## src/inc/cfc_pkg.sv

```systemverilog
// Constants and register map of the CCD front-end control block.
package cfc_pkg;

   localparam int PIX_W = 10;
   localparam int WORD_W = 16;
   localparam int LATENCY = 9;
   localparam int FIFO_DEPTH = 8;
   localparam int SYNC_W = 9 + PIX_W;

   // Serial word layout: select in [15:12], value in [9:0].
   localparam logic [3:0] SEL_GAIN = 4'h0;
   localparam logic [3:0] SEL_POL = 4'h1;
   localparam logic [3:0] SEL_MODE = 4'h2;
   localparam logic [3:0] SEL_CLAMP = 4'h3;
   localparam int SEL_LSB = 12;

   // Polarity bit positions; a set bit means active high.
   localparam int POL_REF = 0;
   localparam int POL_DATA = 1;
   localparam int POL_DUMMY = 2;
   localparam int POL_BLACK = 3;

   localparam logic [9:0] GAIN_RST = 10'h080;
   localparam logic [3:0] POL_RST = 4'h0;
   localparam logic STANDBY_RST = 1'b0;
   localparam logic [3:0] CLAMP_RST = 4'h8;
   localparam logic CAP_EN_RST = 1'b0;

   // APB byte offsets.
   localparam logic [7:0] OFS_CTRL = 8'h00;
   localparam logic [7:0] OFS_STATUS = 8'h04;
   localparam logic [7:0] OFS_CONFIG = 8'h08;
   localparam logic [7:0] OFS_SHIFT = 8'h0c;
   localparam logic [7:0] OFS_PIXEL = 8'h10;

   localparam int STAT_OVF = 0;
   localparam int STAT_LVL_LSB = 8;
   localparam int PIX_VALID_BIT = 31;

endpackage : cfc_pkg

```

## src/core/cfc_sync.sv

```systemverilog
// Two-flop synchroniser for pins from outside the clock domain.
`timescale 1ns/1ps
module cfc_sync #(
   parameter int WIDTH = 1
) (
   // Clock and reset
   input  wire logic             clk_i,
   input  wire logic             reset_n_i,
   // Pins
   input  wire logic [WIDTH-1:0] async_i,
   output logic      [WIDTH-1:0] sync_o
);

   typedef struct packed {
      logic [WIDTH-1:0] s1;
      logic [WIDTH-1:0] s2;
   } cfc_sync_type;

   cfc_sync_type r;
   cfc_sync_type n;

   always_comb begin
      n.s1 = async_i;
      n.s2 = r.s1;
      if (!reset_n_i) begin
         n = '0;
      end
   end

   always_ff @(posedge clk_i) begin
      r <= n;
   end

   assign sync_o = r.s2;

endmodule : cfc_sync

```

## src/core/cfc_fifo.sv

```systemverilog
// Small FIFO with valid and ready on both sides.
`timescale 1ns/1ps
module cfc_fifo #(
   parameter int WIDTH = 10,
   parameter int DEPTH = 8
) (
   // Clock and reset
   input  wire logic             clk_i,
   input  wire logic             reset_n_i,
   // Fill side
   input  wire logic             in_valid_i,
   output logic                  in_ready_o,
   input  wire logic [WIDTH-1:0] in_data_i,
   // Drain side
   output logic                  out_valid_o,
   input  wire logic             out_ready_i,
   output logic      [WIDTH-1:0] out_data_o,
   output logic      [3:0]       level_o
);

   localparam int AW = $clog2(DEPTH);

   typedef struct packed {
      logic [DEPTH-1:0][WIDTH-1:0] mem;
      logic [AW-1:0]               wp;
      logic [AW-1:0]               rp;
      logic [AW:0]                 cnt;
   } cfc_fifo_type;

   cfc_fifo_type r;
   cfc_fifo_type n;
   logic         push;
   logic         pop;

   assign in_ready_o = (r.cnt != DEPTH[AW:0]);
   assign out_valid_o = (r.cnt != '0);
   assign out_data_o = r.mem[r.rp];
   assign level_o = 4'(r.cnt);
   assign push = in_valid_i && in_ready_o;
   assign pop = out_valid_o && out_ready_i;

   always_comb begin
      n = r;
      if (push) begin
         n.mem[r.wp] = in_data_i;
         n.wp = r.wp + 1'b1;
      end
      if (pop) begin
         n.rp = r.rp + 1'b1;
      end
      n.cnt = r.cnt + (AW+1)'(push) - (AW+1)'(pop);
      if (!reset_n_i) begin
         n = '0;
      end
   end

   always_ff @(posedge clk_i) begin
      r <= n;
   end

endmodule : cfc_fifo

```

## src/core/cfc_frontend_control.sv

```systemverilog
// Digital control of a CCD front end: serial port, pulse decode, output path, APB.
//
// The address map and the APB slave port are this design's own decisions.
`timescale 1ns/1ps
module cfc_frontend_control
   import cfc_pkg::*;
(
   // Clock and reset
   input  wire logic             clk_i,
   input  wire logic             reset_n_i,
   // Timing generator pulses
   input  wire logic             ref_sample_pulse_i,
   input  wire logic             data_sample_pulse_i,
   input  wire logic             dummy_clamp_pulse_i,
   input  wire logic             black_clamp_pulse_i,
   input  wire logic             preblank_n_i,
   input  wire logic             conv_clock_i,
   // Digitised sensor level
   input  wire logic [PIX_W-1:0] sensor_input_i,
   // Serial write port
   input  wire logic             serial_load_i,
   input  wire logic             serial_in_i,
   input  wire logic             serial_clk_i,
   // Pixel output and analog controls
   output logic      [PIX_W-1:0] pixel_o,
   output logic      [9:0]       gain_code_o,
   output logic      [3:0]       black_level_o,
   output logic                  standby_o,
   output logic                  dummy_clamp_en_o,
   output logic                  black_clamp_en_o,
   // APB slave
   input  wire logic             psel_i,
   input  wire logic             penable_i,
   input  wire logic             pwrite_i,
   input  wire logic [7:0]       paddr_i,
   input  wire logic [31:0]      pwdata_i,
   output logic      [31:0]      prdata_o,
   output logic                  pready_o,
   output logic                  pslverr_o
);

   typedef struct packed {
      logic [WORD_W-1:0]           shift;
      logic [WORD_W-1:0]           last_word;
      logic [9:0]                  gain;
      logic [3:0]                  pol;
      logic                        standby;
      logic [3:0]                  clamp;
      logic [PIX_W-1:0]            ref_hold;
      logic [PIX_W-1:0]            pixel;
      logic [LATENCY-2:0][PIX_W-1:0] pipe;
      logic [PIX_W-1:0]            out;
      logic                        ref_act;
      logic                        data_act;
      logic                        sclk;
      logic                        load;
      logic                        conv;
      logic                        dclamp;
      logic                        bclamp;
      logic                        cap_en;
      logic                        ovf;
      logic [31:0]                 prdata;
      logic [1:0]                  warm;
   } cfc_main_type;

   cfc_main_type r;
   cfc_main_type n;

   logic [SYNC_W-1:0] pins;
   logic [PIX_W-1:0]  lvl_s;
   logic              ref_s;
   logic              data_s;
   logic              dummy_s;
   logic              black_s;
   logic              preblank_s;
   logic              sclk_s;
   logic              sin_s;
   logic              load_s;
   logic              conv_s;
   logic              ref_act;
   logic              data_act;
   logic              dummy_act;
   logic              black_act;
   logic              sclk_rise;
   logic              load_rise;
   logic              conv_rise;
   logic              fifo_in_ready;
   logic              fifo_out_valid;
   logic [PIX_W-1:0]  fifo_out_data;
   logic [3:0]        fifo_level;
   logic              fifo_push;
   logic              fifo_pop;
   logic              apb_setup;
   logic              apb_access;
   logic              addr_ok;
   logic              settled;
   logic              ref_fall;
   logic              data_fall;

   // Every pin, the sensor level included, comes from another domain.
   cfc_sync #(
      .WIDTH (SYNC_W)
   ) u_sync (
      .clk_i     (clk_i),
      .reset_n_i (reset_n_i),
      .async_i   ({sensor_input_i, conv_clock_i, serial_clk_i, serial_in_i, serial_load_i,
                   preblank_n_i, black_clamp_pulse_i, dummy_clamp_pulse_i,
                   data_sample_pulse_i, ref_sample_pulse_i}),
      .sync_o    (pins)
   );

   assign ref_s = pins[0];
   assign data_s = pins[1];
   assign dummy_s = pins[2];
   assign black_s = pins[3];
   assign preblank_s = pins[4];
   assign load_s = pins[5];
   assign sin_s = pins[6];
   assign sclk_s = pins[7];
   assign conv_s = pins[8];
   assign lvl_s = pins[SYNC_W-1:9];

   // A cleared polarity bit makes the pulse active low.
   assign ref_act = ref_s ~^ r.pol[POL_REF];
   assign data_act = data_s ~^ r.pol[POL_DATA];
   assign dummy_act = dummy_s ~^ r.pol[POL_DUMMY];
   assign black_act = black_s ~^ r.pol[POL_BLACK];

   // The synchronisers leave reset at zero, not at the pins' idle levels, so every edge detector
   // stays blind until they have refilled; a phantom load edge would otherwise wipe the gain.
   assign settled = &r.warm;
   assign sclk_rise = sclk_s && !r.sclk && settled;
   assign load_rise = load_s && !r.load && settled;
   assign conv_rise = conv_s && !r.conv && settled;
   assign ref_fall = r.ref_act && !ref_act && settled;
   assign data_fall = r.data_act && !data_act && settled;

   assign apb_setup = psel_i && !penable_i;
   assign apb_access = psel_i && penable_i;
   assign addr_ok = (paddr_i == OFS_CTRL) || (paddr_i == OFS_STATUS) || (paddr_i == OFS_CONFIG) ||
                    (paddr_i == OFS_SHIFT) || (paddr_i == OFS_PIXEL);

   // Capture drops the word when the FIFO is full; the lost word is flagged.
   assign fifo_push = conv_rise && r.cap_en;
   assign fifo_pop = apb_access && !pwrite_i && (paddr_i == OFS_PIXEL);

   cfc_fifo #(
      .WIDTH (PIX_W),
      .DEPTH (FIFO_DEPTH)
   ) u_fifo (
      .clk_i       (clk_i),
      .reset_n_i   (reset_n_i),
      .in_valid_i  (fifo_push),
      .in_ready_o  (fifo_in_ready),
      .in_data_i   (n.out),
      .out_valid_o (fifo_out_valid),
      .out_ready_i (fifo_pop),
      .out_data_o  (fifo_out_data),
      .level_o     (fifo_level)
   );

   always_comb begin
      n = r;
      n.ref_act = ref_act;
      n.data_act = data_act;
      n.sclk = sclk_s;
      n.load = load_s;
      n.conv = conv_s;
      if (!settled) begin
         n.warm = r.warm + 2'h1;
      end

      // Shifting only while load is low; older bits fall off the top.
      if (sclk_rise && !load_s) begin
         n.shift = {r.shift[WORD_W-2:0], sin_s};
      end

      // The word takes effect on the load edge.
      if (load_rise) begin
         n.last_word = r.shift;
         case (r.shift[WORD_W-1:SEL_LSB])
            SEL_GAIN: begin
               n.gain = r.shift[9:0];
            end
            SEL_POL: begin
               n.pol = r.shift[3:0];
            end
            SEL_MODE: begin
               n.standby = r.shift[0];
            end
            SEL_CLAMP: begin
               n.clamp = r.shift[3:0];
            end
            default: begin
               n.gain = r.gain;
            end
         endcase
      end

      // Hold the level at each sample pulse's trailing edge; the data level is held minus the reference, clipped at zero.
      if (ref_fall) begin
         n.ref_hold = lvl_s;
      end
      if (data_fall) begin
         n.pixel = (lvl_s >= r.ref_hold) ? lvl_s - r.ref_hold : '0;
      end

      n.dclamp = dummy_act && ref_act && preblank_s;
      n.bclamp = black_act && preblank_s;

      // Eight pipe stages and the output register make nine conversion edges in all.
      if (conv_rise) begin
         n.pipe = {r.pipe[LATENCY-3:0], r.pixel};
         n.out = (preblank_s && !r.standby) ? r.pipe[LATENCY-2] : '0;
      end
      if (fifo_push && !fifo_in_ready) begin
         n.ovf = 1'b1;
      end

      // Read data are registered in the setup cycle.
      if (apb_setup) begin
         case (paddr_i)
            OFS_CTRL: n.prdata = {31'h0, r.cap_en};
            OFS_STATUS: n.prdata = {20'h0, fifo_level, 4'h0, r.standby, preblank_s, 1'b0, r.ovf};
            OFS_CONFIG: n.prdata = {13'h0, r.clamp, r.standby, r.pol, r.gain};
            OFS_SHIFT: n.prdata = {r.last_word, r.shift};
            OFS_PIXEL: n.prdata = {fifo_out_valid, 21'h0, fifo_out_data};
            default: n.prdata = 32'h0;
         endcase
      end

      if (apb_access && pwrite_i) begin
         if (paddr_i == OFS_CTRL) begin
            n.cap_en = pwdata_i[0];
         end
         // An overflow in the same cycle as the clear wins.
         if (paddr_i == OFS_STATUS && pwdata_i[STAT_OVF] && !(fifo_push && !fifo_in_ready)) begin
            n.ovf = 1'b0;
         end
      end

      if (!reset_n_i) begin
         n = '0;
         n.gain = GAIN_RST;
         n.pol = POL_RST;
         n.standby = STANDBY_RST;
         n.clamp = CLAMP_RST;
         n.cap_en = CAP_EN_RST;
      end
   end

   always_ff @(posedge clk_i) begin
      r <= n;
   end

   assign pixel_o = r.out;
   assign gain_code_o = r.gain;
   assign black_level_o = r.clamp;
   assign standby_o = r.standby;
   assign dummy_clamp_en_o = r.dclamp;
   assign black_clamp_en_o = r.bclamp;
   assign prdata_o = r.prdata;
   assign pready_o = 1'b1;
   assign pslverr_o = apb_access && !addr_ok;
endmodule : cfc_frontend_control

```

## config.mk

```make
export PLATFORM = sky130hd
export DESIGN_NAME = cfc_frontend_control
export DESIGN_NICKNAME = d
export VERILOG_FILES = /design/src/inc/cfc_pkg.sv /design/src/core/cfc_sync.sv /design/src/core/cfc_fifo.sv /design/src/core/cfc_frontend_control.sv
export SDC_FILE = /design/constraint.sdc
export NUM_CORES = 1
export LEC_CHECK = 0
export ABC_AREA = 1
export BUFFER_PORTS_ARGS = -buffer_cell sky130_fd_sc_hd__buf_2
export CORE_MARGIN = 4
export CORE_UTILIZATION = 25
export CTS_CLUSTER_SIZE = 24
export DETAILED_ROUTE_END_ITERATION = 8
export HOLD_SLACK_MARGIN = 0.02
export PLACE_DENSITY = 0.49
export SLEW_MARGIN = 20
export SYNTH_ARGS = -nofsm -noshare
export SYNTH_HDL_FRONTEND = slang
export SYNTH_SLANG_ARGS = --single-unit
```

## constraint.sdc

```tcl
create_clock -name clk_i -period 2.52 [get_ports clk_i]
set_input_delay 0.252 -clock clk_i [delete_from_list [all_inputs] [get_ports clk_i]]
set_output_delay 0.252 -clock clk_i [all_outputs]
set_load 0.05 [all_outputs]
```

**Word-level counts from Yosys, hierarchy flattened**

Cells that the tools add are included.

- Register bits: 332
- Bits of input ports: 64
- Output and inout port bits: 61
- Logic and storage cells: 132

- Add/sub/neg operators: 6
- Equal/unequal tests: 8
- $lt $le $gt $ge: 4
- Reduce and logical (&&, ||, !) cells: 53
- Bitwise operators: 4
- Mux-type cells: 16

Operators by type and width:

| cell | count |
|---|---|
| 32-bit case mux with 5 select lines | 1 |
| 80-bit bitwise mux | 1 |
| 53-bit two-way mux | 1 |
| 10-bit two-way mux | 5 |
| 32-bit two-way mux | 1 |
| 10-bit binary-select mux with 3-bit select | 1 |
| 10-bit demux with 3-bit select | 1 |
| 1-bit logical AND | 28 |
| 8-bit by 4-bit == test with 1-bit output, second input constant | 2 |
| 1-bit logical NOT | 12 |
| 2-bit AND reduction | 6 |
| 10-bit >= comparator | 1 |
| 10-bit subtractor | 1 |
| 4-bit by 2-bit == test with 1-bit output, second input constant | 2 |
| 8-bit by 3-bit == test with 1-bit output, second input constant | 1 |
| 8-bit by 5-bit == test with 1-bit output, second input constant | 1 |
| 8-bit logical NOT | 1 |
| 3-bit by 4-bit < comparator with 1-bit output, second input constant | 2 |
| 3-bit by 1-bit adder with 3-bit output, second input constant | 2 |
| 4-bit by 1-bit adder with 4-bit output | 1 |
| 4-bit by 1-bit == test with 1-bit output, second input constant | 1 |
| 4-bit logical NOT | 1 |
| 1-bit logical OR | 4 |
| 2-bit two-way mux | 2 |
| 7 further kinds | 12 |

**Longest topological paths before layout**

- Depth in word-level cells: 11
- Mapped depth: 15
- Depth with buffers taken out: 15

**Hierarchy**

A second synthesis with hierarchy kept.

- Cells, all modules: 2,024
- Area, all modules: 14,586.5 µm²

Modules (own cells, without submodules):

| module | times used | area each (µm²) | cells an instance |
|---|---|---|---|
| cfc_frontend_control | 1 | 8,668.3 | 1,147 |
| cfc_fifo | 1 | 4,694.5 | 740 |
| cfc_sync | 1 | 1,223.7 | 137 |

**Worst setup path before layout**

Ideal clock, no wire load.

- Kind: in2reg
- Start: input port paddr_i[1]
- End: register u_fifo.r (netlist bit u_fifo.level_o[2])
- Cell stages on the path: 14
- Path slack: 435 ps
- Data required time: 2,392 ps
- Buffers on the path: 0
- Arrival time: 1,958 ps
- Cells stage by stage: nor2_1 nand3_1 inv_1 nand2_1 nor2_1 nand3_1 inv_1 ha_1 inv_1 ha_1 inv_1 fa_1 xor2_1 nor2_1

- Word-level cells in the longest chain between the ends: 4

Ends and longest elaborated chain:

| item | line | text |
|---|---|---|
| from (decl) | cfc_frontend_control.sv:35 | `input wire logic [7:0] paddr_i,` |
| 8-bit by 5-bit == test with 1-bit output | cfc_frontend_control.sv:145 | `assign fifo_pop = apb_access && !pwrite_i && (paddr_i == OFS_PIXEL);` |
| 1-bit logical AND | cfc_frontend_control.sv:145 |  |
| 1-bit logical AND | cfc_fifo.sv:40 | `assign pop = out_valid_o && out_ready_i;` |
| via u_fifo.pop | cfc_fifo.sv:33 | `logic pop;` |
| 4-bit by 1-bit subtractor with 4-bit output | cfc_fifo.sv:51 | `n.cnt = r.cnt + (AW+1)'(push) - (AW+1)'(pop);` |
| to (signal assigned) | cfc_fifo.sv:58 | `r <= n;` |
| to (decl) | cfc_fifo.sv:30 | `cfc_fifo_type r;` |

The timed path passes the listed nets, and every way through them passes these cells.
A chain may end at the register's enable or synchronous reset.

**Final worst setup path**

- Start: register r[0] (netlist bit)
- End: register u_fifo.r (netlist bit u_fifo.level_o[2])

- Word-level cells in the longest chain between the ends: 6

Ends and longest elaborated chain:

| item | line | text |
|---|---|---|
| from (decl) | cfc_frontend_control.sv:66 | `cfc_main_type r;` |
| from (signal assigned) | cfc_frontend_control.sv:253 | `r <= n;` |
| 2-bit AND reduction | cfc_frontend_control.sv:131 | `assign settled = &r.warm;` |
| via settled | cfc_frontend_control.sv:96 | `logic settled;` |
| 1-bit logical AND | cfc_frontend_control.sv:134 | `assign conv_rise = conv_s && !r.conv && settled;` |
| 1-bit logical AND | cfc_frontend_control.sv:144 | `assign fifo_push = conv_rise && r.cap_en;` |
| 1-bit logical AND | cfc_fifo.sv:39 | `assign push = in_valid_i && in_ready_o;` |
| via u_fifo.push | cfc_fifo.sv:32 | `logic push;` |
| 4-bit by 1-bit adder with 4-bit output | cfc_fifo.sv:51 |  |
| 4-bit by 1-bit subtractor with 4-bit output | cfc_fifo.sv:51 |  |

The timed path passes the listed nets, and every way through them passes these cells.

==> metrics.yaml <==
outcome: "finished clean"
first_iter_violations: 781
cp_top_family: "adder cells"
hold_ws_ns: 0.135
ys_types: 40
initial_core_util: 0.253
io_buffers: 92
instances_no_fill: 2532
synth-edff-count: 0
holdPathStages: 5
fp-row-count: 85
numCtsBuffers: 38
maxSlewHeadroom: 0.348
end_kind: "flip-flop"
p_per_area_mw_per_mm2: 732
root_buffer: "clkbuf_16"
maxSlewViolCount: 0
drv_cap: 0
power_leakage_nw: 7.30
cts_resized: 0
die_h_um: 241
period_minus_slack_ns: 2.12
critPathMaxStageDelay_ns: 0.38
drive_gt1_frac: 0.123
hold_buffers: 20
die_w_um: 241
die_area_mm2: 0.0582
syn-num-nets: 1854
crit_start: "r[0]"
fmax_mhz: 471
avgViaCountPerCell: 4.43
cp_num_buf_inv: 3
critical-path-slowest-cell: "fa_1"
path_max_fanout: 11
min_path_type: "input port to flip-flop"
clockBufferDepth: 3
grt_max_degree: 240
grt_overflow: 0
crit_arrival_ns: 2.53
gr-usage-all-layers: 0.128
final_common_cell: "dfxtp_1"
cp_num_cells: 12
period_share: 0.842
dr.pass1.iters: 5
multi_input_area_mm2: 0.00533
dpl.cell_count: 2442
drt-total-wl_um: 37200
vdd_drop_max_v: 0.000367
setup_violations: 0
clk_pin_slew_ns: 0.06
core-area_mm2: 0.0538
dp_hpwl_um: 24600
final.setup_skew_ns: 0.0256
hold_viol: 0
finalWorstSetupSlack_ns: 0.399
cts_sinks: 332
worstPathRequired_ns: 2.93
wl_per_cell_um: 14.7
dr_total_vias: 11200
areaGrowthSynthToFinish_pct: 16.5
min-delay-start: "paddr_i[4]"
dpl_cell_area_mm2: 0.0144
synth_seq_cells: 332
synthCells: 1769
grt_pass1_vias: 11100
path_cells: "ha_1 -> inv_2 -> nor2_4 -> nand2_4 -> nor2_4 -> nand2_4 -> inv_1 -> ha_1 -> inv_1 -> fa_1 -> xor2_1 -> nor2_1"
layout_common_cells: "dfxtp_1, nor2_1, o21ai_0"
rsz0062_at_grt: "no"
worst_pin_slew_ns: 0.977
r2r-start: "r[0]"
drc: 0
final_antenna_net_count: 0
postCtsSetupBuffers: 0
io_pins: 125
place.gp.congestion: 0.802
final_nets: 1891
grt_pass1_wl_um: 60000
fin_setup_tns_ns: 0
cp-start-kind: "flip-flop"
crit_type: "flip-flop to flip-flop"
ys.flop_type: "dfxtp_1"
h-tree-depth: 2
synth_area_per_cell_um2: 7.69
regArea_mm2: 0.00665
cts_tree: "built"
synthArstFlopShare: 0
yosys_warnings: 0
stdcell_area_mm2: 0.0159
clk_latency_ns: 0.54
r2r.worst_path.cells: 12
fillCellCount: 5866
syn_area_mm2: 0.0136
antenna_found_initial: 0
yosysSeqAreaShare: 0.489
dp_slack_ns: 0.176
[kinds of logic (layout without fill, tap and decap cells)]
logic type	count (synthesis)	after routing	synth area share
other	1	2	0.000276
XOR/XNOR	9	9	0.00579
AND/OR/NAND/NOR	583	583	0.185
flip-flops	332	332	0.489
AO/OA/AOI/OAI	452	452	0.180
adder cells (fa/ha/maj)	21	21	0.0204
buffers and inverters	371	437	0.120
[per-layer routing]
layer	up-vias	GRT usage	wire [um]	part of all wire
li1	5747	-	-	-
met1	5243	0.165	17200	0.46
met2	162	0.220	17700	0.47
met3	62	0.0197	1300	0.035
met4	0	0.0389	1050	0.028
met5	-	0	0	0
[final cells by class]
cell class              instances  area share
clock inverters                14     0.00892
flip-flops and latches        332       0.419
well taps                     696      0.0549
diodes                          1    0.000158
inverters                     226      0.0535
clock buffers                  55      0.0703
repair buffers                142      0.0571
multi-input cells            1066       0.336
[worst paths after layout]
check / to / slack, ns
worst min register to register: u_sync.sync_o[13] / 0.40
worst min-delay path: r[35] / 0.14
worst max-delay path: u_fifo.level_o[2] / 0.40
worst max register to register: u_fifo.level_o[2] / 0.40
[per-stage QoR]
stage               utilization  power (W)
floorplan                     -    0.00603
global placement          0.268    0.00620
detailed placement        0.268    0.00621
CTS                       0.295     0.0118
global route              0.295     0.0121
finish                    0.295     0.0116
[power breakdown]
part           internal [W]  total (W)  switching (W)
combinational      0.000205   0.000682       0.000477
sequential          0.00536    0.00542      0.0000594
clock               0.00329    0.00551        0.00222
[synth_stat cells, types with 11 or more instances]
master / instances / area share
o211ai_1: 11 / 0.0061
nand2_1: 185 / 0.051
buf_2: 11 / 0.0040
nand3_1: 65 / 0.024
clkbuf_1: 72 / 0.020
nor2_1: 285 / 0.079
dfxtp_1: 332 / 0.49
ha_1: 19 / 0.017
a22oi_1: 24 / 0.013
o22ai_1: 33 / 0.015
inv_1: 213 / 0.059
buf_4: 58 / 0.032
o21ai_0: 226 / 0.083
a21oi_1: 136 / 0.050
[state kept, by name (all words and copies together) (netlist names)]
register	cells
dummy_clamp_en_o	1
black_level_o	4
r	145
black_clamp_en_o	1
standby_o	1
u_fifo.r	86
pixel_o	10
u_sync.r	19
prdata_o	32
u_sync.sync_o	19
u_fifo.level_o	4
gain_code_o	10
[worst register-to-register path: stages (launching register included)]
cell and delay (ns):
dfxtp_1 0.35, ha_1 0.21, inv_2 0.06, nor2_4 0.09, nand2_4 0.14, nor2_4 0.15, nand2_4 0.11, inv_1 0.12
ha_1 0.15, inv_1 0.06, fa_1 0.38, xor2_1 0.15, nor2_1 0.05
No activity file was read; power rests on OpenSTA's default activity.
